--- src/common/hmsl_regs.svh ---
// constants for the halfword, multiple and string load unit
`ifndef HMSL_REGS_SVH
`define HMSL_REGS_SVH
`define HMSL_OPC_POS     26
`define HMSL_RT_POS      21
`define HMSL_RA_POS      16
`define HMSL_RB_POS      11
`define HMSL_XO_POS      1
`define HMSL_OPC_X       6'h1f
`define HMSL_XO_LSWI     10'h255
`define HMSL_XO_LOAD_HALF_SIGNED_INDEXED     10'h157
`define HMSL_XO_LOAD_HALF_SIGNED_UPDATE_INDEXED    10'h177
`define HMSL_XO_LOAD_HALF_REVERSED_INDEXED    10'h316
`define HMSL_XO_LOAD_HALF_ZERO_INDEXED     10'h117
`define HMSL_XO_LOAD_HALF_ZERO_UPDATE_INDEXED    10'h137
`define HMSL_OPC_LHZ     6'h28
`define HMSL_OPC_LHZU    6'h29
`define HMSL_OPC_LHA     6'h2a
`define HMSL_OPC_LHAU    6'h2b
`define HMSL_OPC_LMW     6'h2e
`define HMSL_CNT_ZERO    6'h20
`define HMSL_LAST_REG    5'h1f
`endif

--- src/common/hmsl_pkg.sv ---
// types for the halfword, multiple and string load unit
package hmsl_pkg;
   typedef enum logic [1:0] {
      HMSL_IDLE = 2'h0,
      HMSL_RDRQ = 2'h1,
      HMSL_WAIT = 2'h3
   } hmsl_state_t;

   typedef enum logic [2:0] {
      HMSL_OP_HALF_S  = 3'h0,
      HMSL_OP_HALF_Z  = 3'h1,
      HMSL_OP_HALF_R  = 3'h2,
      HMSL_OP_MULTI   = 3'h3,
      HMSL_OP_STRING  = 3'h4
   } hmsl_op_t;

   typedef struct packed {
      hmsl_state_t st;
      hmsl_op_t    op;
      logic [31:0] ea;
      logic [4:0]  reg_n;
      logic [4:0]  base_n;
      logic        upd;
      logic [5:0]  left;
      logic [31:0] acc;
      logic [1:0]  bpos;
      logic        busy;
      logic        gpr_we;
      logic [4:0]  gpr_wa;
      logic [31:0] gpr_wd;
      logic        inv;
   } hmsl_state_s_t;
endpackage

--- src/rtl/hmsl_unit.sv ---
// halfword, multiple-word and string load execution unit
`timescale 1ns/1ns
`include "hmsl_regs.svh"
module hmsl_unit (
   // clock and reset
   input  wire logic        mclk,
   input  wire logic        nrst,
   // instruction issue
   input  wire logic        issue_valid,
   output logic             issue_ready,
   input  wire logic [31:0] instr,
   input  wire logic        restart,
   // register file read ports
   output logic [4:0]       rd_a_addr,
   output logic [4:0]       rd_b_addr,
   input  wire logic [31:0] rd_a_data,
   input  wire logic [31:0] rd_b_data,
   // register file write port
   output logic             gpr_we,
   output logic [4:0]       gpr_waddr,
   output logic [31:0]      gpr_wdata,
   // storage read
   output logic             mem_req,
   output logic [31:0]      mem_addr,
   output logic [1:0]       mem_size,
   input  wire logic        mem_ack,
   input  wire logic [31:0] mem_rdata,
   // status
   output logic             busy,
   output logic             invalid_form,
   output logic             cr0_undefined
);
   import hmsl_pkg::*;

   // ==========================================================
   // decode
   hmsl_state_s_t s_q, s_d;
   logic [5:0]  opc;
   logic [9:0]  xo;
   logic [4:0]  f_rt, f_ra, f_rb;
   logic        is_x, dec_ok, rsv_bad;
   hmsl_op_t    dec_op;
   logic        dec_upd, dec_idx, dec_str;
   logic [31:0] base_v, ea_v;
   logic [5:0]  cnt_v;

   assign opc  = instr[31:`HMSL_OPC_POS];
   assign f_rt = instr[25:`HMSL_RT_POS];
   assign f_ra = instr[20:`HMSL_RA_POS];
   assign f_rb = instr[15:`HMSL_RB_POS];
   assign xo   = instr[10:`HMSL_XO_POS];
   assign is_x = (opc == `HMSL_OPC_X);
   assign rd_a_addr = f_ra;
   assign rd_b_addr = f_rb;

   always_comb
   begin
      dec_ok  = 1'b1;
      dec_op  = HMSL_OP_HALF_S;
      dec_upd = 1'b0;
      dec_idx = is_x;
      dec_str = 1'b0;
      if (is_x)
      begin
         unique case (xo)
            `HMSL_XO_LOAD_HALF_SIGNED_INDEXED:  dec_op = HMSL_OP_HALF_S;
            `HMSL_XO_LOAD_HALF_SIGNED_UPDATE_INDEXED:
            begin
               dec_op  = HMSL_OP_HALF_S;
               dec_upd = 1'b1;
            end
            `HMSL_XO_LOAD_HALF_REVERSED_INDEXED: dec_op = HMSL_OP_HALF_R;
            `HMSL_XO_LOAD_HALF_ZERO_INDEXED:  dec_op = HMSL_OP_HALF_Z;
            `HMSL_XO_LOAD_HALF_ZERO_UPDATE_INDEXED:
            begin
               dec_op  = HMSL_OP_HALF_Z;
               dec_upd = 1'b1;
            end
            `HMSL_XO_LSWI:
            begin
               dec_op  = HMSL_OP_STRING;
               dec_str = 1'b1;
               dec_idx = 1'b0;
            end
            default: dec_ok = 1'b0;
         endcase
      end
      else
      begin
         unique case (opc)
            `HMSL_OPC_LHZ:  dec_op = HMSL_OP_HALF_Z;
            `HMSL_OPC_LHZU:
            begin
               dec_op  = HMSL_OP_HALF_Z;
               dec_upd = 1'b1;
            end
            `HMSL_OPC_LHA:  dec_op = HMSL_OP_HALF_S;
            `HMSL_OPC_LHAU:
            begin
               dec_op  = HMSL_OP_HALF_S;
               dec_upd = 1'b1;
            end
            `HMSL_OPC_LMW:  dec_op = HMSL_OP_MULTI;
            default: dec_ok = 1'b0;
         endcase
      end
   end

   // reserved field (bit 0 of X forms is record bit, not reserved)
   assign rsv_bad = 1'b0;

   // ==========================================================
   // address generation
   always_comb
   begin
      base_v = (f_ra == 5'h00) ? 32'h0000_0000 : rd_a_data;
      if (dec_str)
         ea_v = base_v;
      else if (dec_idx)
         ea_v = base_v + rd_b_data;
      else
         ea_v = base_v + {{16{instr[15]}}, instr[15:0]};
      cnt_v = (f_rb == 5'h00) ? `HMSL_CNT_ZERO : {1'b0, f_rb};
   end

   // ==========================================================
   // sequencer
   always_comb
   begin
      s_d = s_q;
      s_d.gpr_we = 1'b0;
      unique case (s_q.st)
         HMSL_IDLE:
         begin
            if (issue_valid && dec_ok)
            begin
               s_d.st     = HMSL_RDRQ;
               s_d.op     = dec_op;
               s_d.ea     = ea_v;
               s_d.reg_n  = f_rt;
               s_d.base_n = f_ra;
               s_d.upd    = dec_upd;
               s_d.left   = cnt_v;
               s_d.acc    = 32'h0000_0000;
               s_d.bpos   = 2'h0;
               s_d.busy   = 1'b1;
               s_d.inv    = rsv_bad | (dec_upd &&
                            (f_ra == 5'h00 || f_ra == f_rt));
            end
            else if (issue_valid)
               s_d.inv = 1'b1;
         end
         HMSL_RDRQ:
         begin
            if (restart)
            begin
               s_d.st   = HMSL_IDLE;
               s_d.busy = 1'b0;
            end
            else if (mem_ack)
               s_d.st = HMSL_WAIT;
         end
         HMSL_WAIT:
         begin
            s_d.st = HMSL_RDRQ;
            unique case (s_q.op)
               HMSL_OP_HALF_S, HMSL_OP_HALF_Z, HMSL_OP_HALF_R:
               begin
                  if (s_q.upd)
                  begin
                     s_d.gpr_we = 1'b1;
                     s_d.gpr_wa = s_q.base_n;
                     s_d.gpr_wd = s_q.ea;
                     s_d.upd    = 1'b0;
                     s_d.st     = HMSL_WAIT;
                  end
                  else
                  begin
                     s_d.st   = HMSL_IDLE;
                     s_d.busy = 1'b0;
                  end
               end
               HMSL_OP_MULTI:
               begin
                  s_d.ea    = s_q.ea + 32'h0000_0004;
                  s_d.reg_n = s_q.reg_n + 5'h01;
                  if (s_q.reg_n == `HMSL_LAST_REG)
                  begin
                     s_d.st   = HMSL_IDLE;
                     s_d.busy = 1'b0;
                  end
               end
               default:
               begin
                  s_d.ea = s_q.ea + 32'h0000_0001;
                  s_d.bpos = s_q.bpos + 2'h1;
                  s_d.left = s_q.left - 6'h01;
                  if (s_q.bpos == 2'h3)
                  begin
                     s_d.acc   = 32'h0000_0000;
                     s_d.reg_n = s_q.reg_n + 5'h01;
                  end
                  if (s_q.left == 6'h01)
                  begin
                     s_d.st   = HMSL_IDLE;
                     s_d.busy = 1'b0;
                  end
               end
            endcase
         end
         default: s_d.st = HMSL_IDLE;
      endcase
      // load result captured when storage answers
      if (s_q.st == HMSL_RDRQ && mem_ack && !restart)
      begin
         s_d.gpr_we = 1'b1;
         s_d.gpr_wa = s_q.reg_n;
         unique case (s_q.op)
            HMSL_OP_HALF_S:
               s_d.gpr_wd = {{16{mem_rdata[15]}}, mem_rdata[15:0]};
            HMSL_OP_HALF_Z:
               s_d.gpr_wd = {16'h0000, mem_rdata[15:0]};
            HMSL_OP_HALF_R:
               s_d.gpr_wd = {16'h0000, mem_rdata[7:0],
                             mem_rdata[15:8]};
            HMSL_OP_MULTI:
               s_d.gpr_wd = mem_rdata;
            default:
            begin
               // byte lands high-first, lower bits stay zero
               s_d.acc = s_q.acc | ({mem_rdata[7:0], 24'h000000}
                         >> {s_q.bpos, 3'h0});
               s_d.gpr_we = (s_q.bpos == 2'h3) || (s_q.left == 6'h01);
               s_d.gpr_wd = s_d.acc;
            end
         endcase
      end
   end

   always_ff @(posedge mclk or negedge nrst)
   begin
      if (!nrst)
      begin
         s_q <= '{st: HMSL_IDLE, op: HMSL_OP_HALF_S, default: '0};
      end
      else
         s_q <= s_d;
   end

   // ==========================================================
   // outputs
   assign issue_ready   = (s_q.st == HMSL_IDLE);
   assign busy          = s_q.busy;
   assign gpr_we        = s_q.gpr_we;
   assign gpr_waddr     = s_q.gpr_wa;
   assign gpr_wdata     = s_q.gpr_wd;
   assign mem_req       = (s_q.st == HMSL_RDRQ);
   assign mem_addr      = s_q.ea;
   assign mem_size      = (s_q.op == HMSL_OP_STRING) ? 2'h0 :
                          (s_q.op == HMSL_OP_MULTI) ? 2'h2 : 2'h1;
   assign invalid_form  = s_q.inv;
   assign cr0_undefined = issue_valid && issue_ready && is_x &&
                          instr[0];

   // ==========================================================
   // assertions
   AST_HALF_SIGN: assert property (@(posedge mclk) disable iff (!nrst)
      (s_q.st == HMSL_RDRQ && mem_ack && !restart
       && s_q.op == HMSL_OP_HALF_S)
      |=> gpr_we && gpr_wdata[31:16] == {16{$past(mem_rdata[15])}})
      else $error("signed halfword not extended");
   AST_HALF_ZERO: assert property (@(posedge mclk) disable iff (!nrst)
      (s_q.st == HMSL_RDRQ && mem_ack && !restart
       && s_q.op == HMSL_OP_HALF_Z)
      |=> gpr_wdata == {16'h0000, $past(mem_rdata[15:0])})
      else $error("zero halfword wrong");
   AST_HALF_REV: assert property (@(posedge mclk) disable iff (!nrst)
      (s_q.st == HMSL_RDRQ && mem_ack && !restart
       && s_q.op == HMSL_OP_HALF_R)
      |=> gpr_wdata[15:8] == $past(mem_rdata[7:0])
          && gpr_wdata[7:0] == $past(mem_rdata[15:8])
          && gpr_wdata[31:16] == 16'h0000)
      else $error("reversed halfword wrong");
   AST_UPD_BASE: assert property (@(posedge mclk) disable iff (!nrst)
      (s_q.st == HMSL_WAIT && s_q.upd && s_q.op != HMSL_OP_MULTI
       && s_q.op != HMSL_OP_STRING)
      |=> gpr_we && gpr_waddr == $past(s_q.base_n)
          && gpr_wdata == $past(s_q.ea))
      else $error("base not updated");
   AST_STR_ADDR: assert property (@(posedge mclk) disable iff (!nrst)
      (issue_ready && issue_valid && is_x && xo == `HMSL_XO_LSWI
       && f_ra == 5'h00) |=> mem_addr == 32'h0000_0000)
      else $error("string base not zero");
   AST_STR_CNT: assert property (@(posedge mclk) disable iff (!nrst)
      (issue_ready && issue_valid && is_x && xo == `HMSL_XO_LSWI
       && f_rb == 5'h00) |=> s_q.left == 6'h20)
      else $error("zero count not 32");
   AST_DISP_EA: assert property (@(posedge mclk) disable iff (!nrst)
      (issue_ready && issue_valid && !is_x && dec_ok && f_ra == 5'h00)
      |=> mem_addr == {{16{$past(instr[15])}}, $past(instr[15:0])})
      else $error("displacement address wrong");
   AST_MULTI_END: assert property (@(posedge mclk) disable iff (!nrst)
      (s_q.st == HMSL_WAIT && s_q.op == HMSL_OP_MULTI
       && s_q.reg_n == 5'h1f) |=> !busy)
      else $error("multiple load overran");
   AST_RESTART: assert property (@(posedge mclk) disable iff (!nrst)
      (s_q.st == HMSL_RDRQ && restart) |=> issue_ready && !gpr_we && !busy)
      else $error("restart not honoured");
   COV_STRING: cover property (@(posedge mclk) disable iff (!nrst)
      s_q.op == HMSL_OP_STRING && s_q.st == HMSL_WAIT && s_q.left == 6'h01);
   COV_MULTI: cover property (@(posedge mclk) disable iff (!nrst)
      s_q.op == HMSL_OP_MULTI && s_q.reg_n == 5'h1f);
   COV_UPD: cover property (@(posedge mclk) disable iff (!nrst)
      s_q.st == HMSL_WAIT && s_q.upd);
endmodule

--- config.mk ---
export PLATFORM = sky130hd
export DESIGN_NAME = hmsl_unit
export DESIGN_NICKNAME = d
export VERILOG_FILES = /design/src/common/hmsl_pkg.sv /design/src/rtl/hmsl_unit.sv
export VERILOG_INCLUDE_DIRS = /design/src /design/src/common
export SDC_FILE = /design/constraint.sdc
export NUM_CORES = 1
export LEC_CHECK = 0
export ABC_AREA = 1
export BUFFER_PORTS_ARGS = -buffer_cell sky130_fd_sc_hd__buf_2
export CELL_PAD_IN_SITES_DETAIL_PLACEMENT = 1
export CELL_PAD_IN_SITES_GLOBAL_PLACEMENT = 2
export CORE_ASPECT_RATIO = 0.5
export CORE_MARGIN = 4
export CORE_UTILIZATION = 33
export DETAILED_ROUTE_END_ITERATION = 7
export PLACE_DENSITY_LB_ADDON = 0.1
export REMOVE_ABC_BUFFERS = 1
export SYNTH_ARGS = -nofsm -noshare
export SYNTH_HDL_FRONTEND = slang
export SYNTH_SLANG_ARGS = --single-unit
--- constraint.sdc ---
create_clock -name mclk -period 5.7 [get_ports mclk]
set_input_delay 0.285 -clock mclk [delete_from_list [all_inputs] [get_ports mclk]]
set_output_delay 0.285 -clock mclk [all_outputs]
set_load 0.005 [all_outputs]
; After elaboration in Yosys (flattened, before gate mapping)
; Cells that the tools add are included.
[totals]
wordCells = 142
ram_bits = 0
register_bits = 128
mem_bits_ro = 0
latch_bits = 0
n_memories = 0
inputBits = 133
output_inout_bits = 87
[classes]
addsub = 7
reduce_logical = 37
muxes = 50
magnitude_cmp = 0
n_div = 0
n_shift = 1
bitwise_logic = 1
multipliers = 0
eq_ne = 32
[ops]
columns = op, count
row1 = two-way mux 32 bit, 6
row2 = two-way mux 38 bit, 4
row3 = case mux 37 bit (2 select lines), 2
row4 = case mux 32 bit (4 select lines), 1
row5 = two-way mux 89 bit, 1
row6 = case mux 41 bit (2 select lines), 1
row7 = adder 32 bit, 2
row8 = equality test 10 x 9 -> 1 bit (second input constant), 4
row9 = two-way mux 40 bit, 1
row10 = adder 32 x 1 -> 32 bit (second input constant), 1
row11 = adder 32 x 3 -> 32 bit (second input constant), 1
row12 = bitwise OR 32 bit, 1
row13 = >> shifter 32 x 5 -> 32 bit, 1
row14 = equality test 6 bit (second input constant), 5
row15 = equality test 10 bit (second input constant), 2
row16 = two-way mux 1 bit, 20
row17 = AND reduction 3 bit, 4
row18 = logical NOT 5 bit, 2
row19 = two-way mux 2 bit, 5
row20 = nonzero test 2 bit, 5
row21 = != test 3 bit (second input constant), 3
row22 = case mux 3 bit (3 select lines), 1
row23 = case mux 2 bit (2 select lines), 2
row24 = OR reduction 2 bit, 4
row25 = other kinds (35), 49

; Logic depth before layout (Yosys ltp)
[logic_depth]
depth_word = 9
depth_mapped = 23
depth_no_buf = 22

; Worst setup path before layout
; No wires, ideal clock.
[synth_timing]
path_type = in2reg
startpoint = input instr[28]
endpoint = register s_q, in the netlist mem_addr[12]
path_stages = 22
arrival_time_ns = 2.707
required_ns = 5.629
n_path_buf = 1
setup_ns = 0.071
slack_ns = 2.922
cell_sequence = nand2_1 nor2_4 nand3_4 clkinv_4 nand2_4 inv_1 clkbuf_1 nand2_1 o21ai_0 ha_1 inv_1 fa_1 inv_1 nand3_1 nand3_1 nand3_1 nand3b_1 xor2_1 nor2_1 nor2_1 nor2_1 nor2_1
[synth_between]
elab_chain_cells = 7
word_cells_on_any_way = 18
cone_classes = eq/ne (7) / mux (8) / reduce/logical (3)
[synth_rtl]
columns = element, line
row1 = "start, declared", hmsl_unit.sv:11  ; input wire logic [31:0] instr,
row2 = equality test 6 bit, hmsl_unit.sv:90  ; unique case (opc)
row3 = OR reduction 5 bit (no line), n/a
row4 = two-way mux 1 bit, hmsl_unit.sv:90
row5 = two-way mux 1 bit, hmsl_unit.sv:63  ; if (is_x)
row6 = logical AND 1 bit, hmsl_unit.sv:135  ; if (issue_valid && dec_ok)
row7 = != test 2 x 1 -> 1 bit (no line), n/a
row8 = AND reduction 3 bit (no line), n/a
row9 = "end signal, assigned", hmsl_unit.sv:244  ; s_q <= '{st: HMSL_IDLE, op: HMSL_OP_HALF_S, default: '0};
row10 = "end signal, assigned", hmsl_unit.sv:247  ; s_q <= s_d;
row11 = "end, declared", hmsl_unit.sv:37  ; hmsl_state_s_t s_q, s_d;
; Several ways; a longest one is shown, not always the timed one. The select of a mux whose other input is x is not followed.
; A chain may end at the register's enable or synchronous reset.

; Worst setup path in the final report
[layout_timing]
startpoint = input instr[29]
endpoint = register s_q, in the netlist mem_addr[4]
; Same word-level chain as after synthesis.

==> summary.md <==
| Metric | Value |
|---|---|
| Critical setup path kind | primary input to flip-flop |
| Maximum fanout along the worst path | 26 |
| Reg2reg path depth | 12 |
| Layout cells sized above 1 | 16.11% |
| Final hold vios | 0 |
| Mapped Avg Cell Area | 6.227 um^2 |
| Worst EP arrival | 3820 ps |
| Post-layout nets | 2181 |
| Synth area leader | dfrtp_1 |
| Post-synthesis mux area share | 0% |
| Multi-input logic area | 6633 um^2 |
| Max_cap viols | 0 |
| Cell Pwr Density | 358.1 nW/um^2 |
| Hpwl dp | 38.13 mm |
| GPL Wtd Cong | 0.8477 |
| # rows | 48 |
| Prevailing post-synth register cell | dfrtp_1 |
| Worst min path class | primary input to flip-flop |
| Synth cell count leaders | nand2_1 (563), inv_1 (264), nor2_1 (189) |
| Synth top area share | 27.16% |
| Total GRT Usage | 24.51% |
| Met3 GRT Util | 1.859% |
| Cell variety after synth | 51 |
| Drt first pass iters | 5 |
| Leakage power | 7.134 nW |
| Slew Limit Fails | 0 |
| Gr busiest metal | met2 |
| Yosys synthesis warning count | 0 |
| DRC viols | 0 |
| Initial DRC Count | 804 |
| Synth Register Bits | 128 |
| DIE AREA | 39010 um^2 |
| CORE AREA | 34830 um^2 |
| Post-synthesis xor/xnor area fraction | 1.188% |
| Via density | 5.021 |
| Input/output buffers | 219 |
| Clock root cell | clkbuf_16 |
| Hold path depth | 3 |
| Clock latency on the worst-skew pair | 440 ps |
| Final wirelength | 48.07 mm |
| Worst Path Required | 6010 ps |
| Met2 usage | 38.58% |
| Critical path capture point type | flip-flop |
| Largest cells by area after synthesis | dfrtp_1 (27%), nand2_1 (18%), inv_1 (8.4%) |
| Most frequent cell after synthesis | nand2_1 |
| Fin Clk Skew | 9.609 ps |
| # H-tree levels | 4 |
| Area post-placement | 12650 um^2 |
| Clock transition at path regs | 60 ps |
| Vias in the first global route | 12630 |
| Final setup viols | 0 |
| I/O Pins | 220 |
| Sink Count | 128 |
| DR vias | 12530 |
| Synth Area in Compound Gates | 14.47% |
| Register area | 3203 um^2 |
| Die H | 141.7 um |
| Cell count after synthesis | 1894 |
| Slew HR | 19.88% |
| Number of synthesized flops with an enable pin | 0 |
| Worst Setup Start Kind | primary input |
| Cell Area, Synth | 11790 um^2 |
| Post-synthesis adder-cell area fraction | 4.626% |
| Unrepaired setup endpoints after global routing | false |
| FMAX | 284.6 MHz |
| Post-Synth Simple-Gate Area | 35.93% |
| Tmin final | 3514 ps |
| Chip width | 275.4 um |
| Area Growth Syn to Fin | 12.61% |
| Final ANT Viol Nets | 0 |
| Register area share after synthesis | 27.16% |
| TNS Setup | 0 ps |
| Met1 Use GR | 37.13% |
| Routed length per instance | 19.27 um |
| Filler Cell Count | 4726 |
| First-pass GRT wire length | 74.02 mm |
| CTS buffer count | 17 |
| Clock Path Buffers | 2 |
| Largest net degree at the start of global routing | 80 |
| Peak VDD IR | 0.0001954 V |
| Synth async-reset ratio | 100.0% |
| Fin crit share | 61.65% |
| CTS tree | done |
| Starting Density | 33.86% |
| Largest family of logic cells by synthesized area | simple AND/OR/NAND/NOR gates |
| Outcome | complete, no violations |
| Overflow after GRT | 0 |
| Initial antenna violation count | 2 |
| Worst slew pin tran | 1197 ps |
| Fin area | 13280 um^2 |
## power breakdown
part           internal, mW  total (mW)  switching, mW
Clock                 0.706        1.17          0.468
Combinational         0.701        1.96           1.26
Sequential             1.21        1.62          0.414
Total                  2.62        4.76           2.14
## cell usage in the layout (no fill, tap or decap), types with 7 or more instances in the layout
master	n
o21ai_1	12
buf_2	218
o22ai_1	29
clkbuf_16	17
o21ai_0	120
ha_1	42
nor2_1	188
nand2_2	21
nand3_1	108
xor2_1	10
a31oi_1	11
a21oi_1	113
nand2_1	563
nand4_1	33
inv_1	264
buf_4	9
inv_2	11
dfrtp_1	128
nor2_4	8
o211ai_1	7
nor3_1	32
## per-stage QoR
stage                     std cells  power, mW  hold slack (ps)  worst slack (ps)  util (%)
after floorplan                1757      2.671           -10.59              2852         -
after global placement         2460      3.569            407.3              1738     36.31
after detailed placement       2460      3.595            407.1              1762     36.31
after CTS                      2493      4.788            92.47              2207     38.11
after global routing           2495      5.113            140.8              1819     38.13
final                          2495      4.756            105.6              2186     38.13
## worst max-delay path, stage by stage
cell      delay [ps]
buf_2             90
nand2_1           70
nor2_4           110
nand3_4          150
clkinv_4         110
nand2_4          190
inv_1            560
nand2_1          100
o21ai_0          110
ha_1             300
inv_1             90
fa_1             390
inv_1            100
nand3_1           80
nand3_1          210
xor2_1           100
o21ai_0          450
o22ai_1          160
nand2_1           80
o21ai_1           60
## registers in the layout, indices dropped and copies added (netlist names)
register and flops:
busy 1, gpr_waddr 5, gpr_wdata 32, gpr_we 1, invalid_form 1, mem_addr 32, s_q 56
## area by class of cell
class / instances / share of cell area, %
multi-input combinational: 1352 / 49.94
clock buffer: 18 / 3.307
antenna: 2 / 0.03768
tap: 475 / 4.475
clock inverter: 14 / 1.357
timing repair buffer: 229 / 8.884
inverter: 277 / 7.885
sequential: 128 / 24.12
## worst paths after layout
check,start,to,slack (ps)
worst max-delay path,instr[29],mem_addr[4]$_DFFE_PN0P_,2190
worst min-delay path,instr[20],s_q[85]$_DFFE_PN0P_,110
worst max register to register,s_q[125]$_DFFE_PN0P_,mem_addr[31]$_DFFE_PN0P_,2250
worst min register to register,s_q[51]$_DFF_PN0_,s_q[51]$_DFF_PN0_,480
max in group asynchronous,nrst,mem_addr[13]$_DFFE_PN0P_,3960
min in group asynchronous,nrst,s_q[83]$_DFFE_PN0P_,490
## repair_timing
action | CTS | global route
hold endpoints to repair | 78 | 0
setup buffers | 0 | 0
resized for setup | 0 | 0
hold buffers | 1 | 0
## routing by layer
metal | share of wire [%] | vias to the layer above
li1 | - | 6192
met1 | 52 | 6111
met2 | 44 | 195
met3 | 2.8 | 30
met4 | 0.95 | 0
met5 | 0 | -
## cells by family after synthesis
group,count (synthesis)
AO/OA/AOI/OAI,312
flip-flops,128
buffers and inverters,414
AND/OR/NAND/NOR,981
XOR/XNOR,16
adder cells (fa/ha/maj),43
Power figures use the tool's default switching activity.
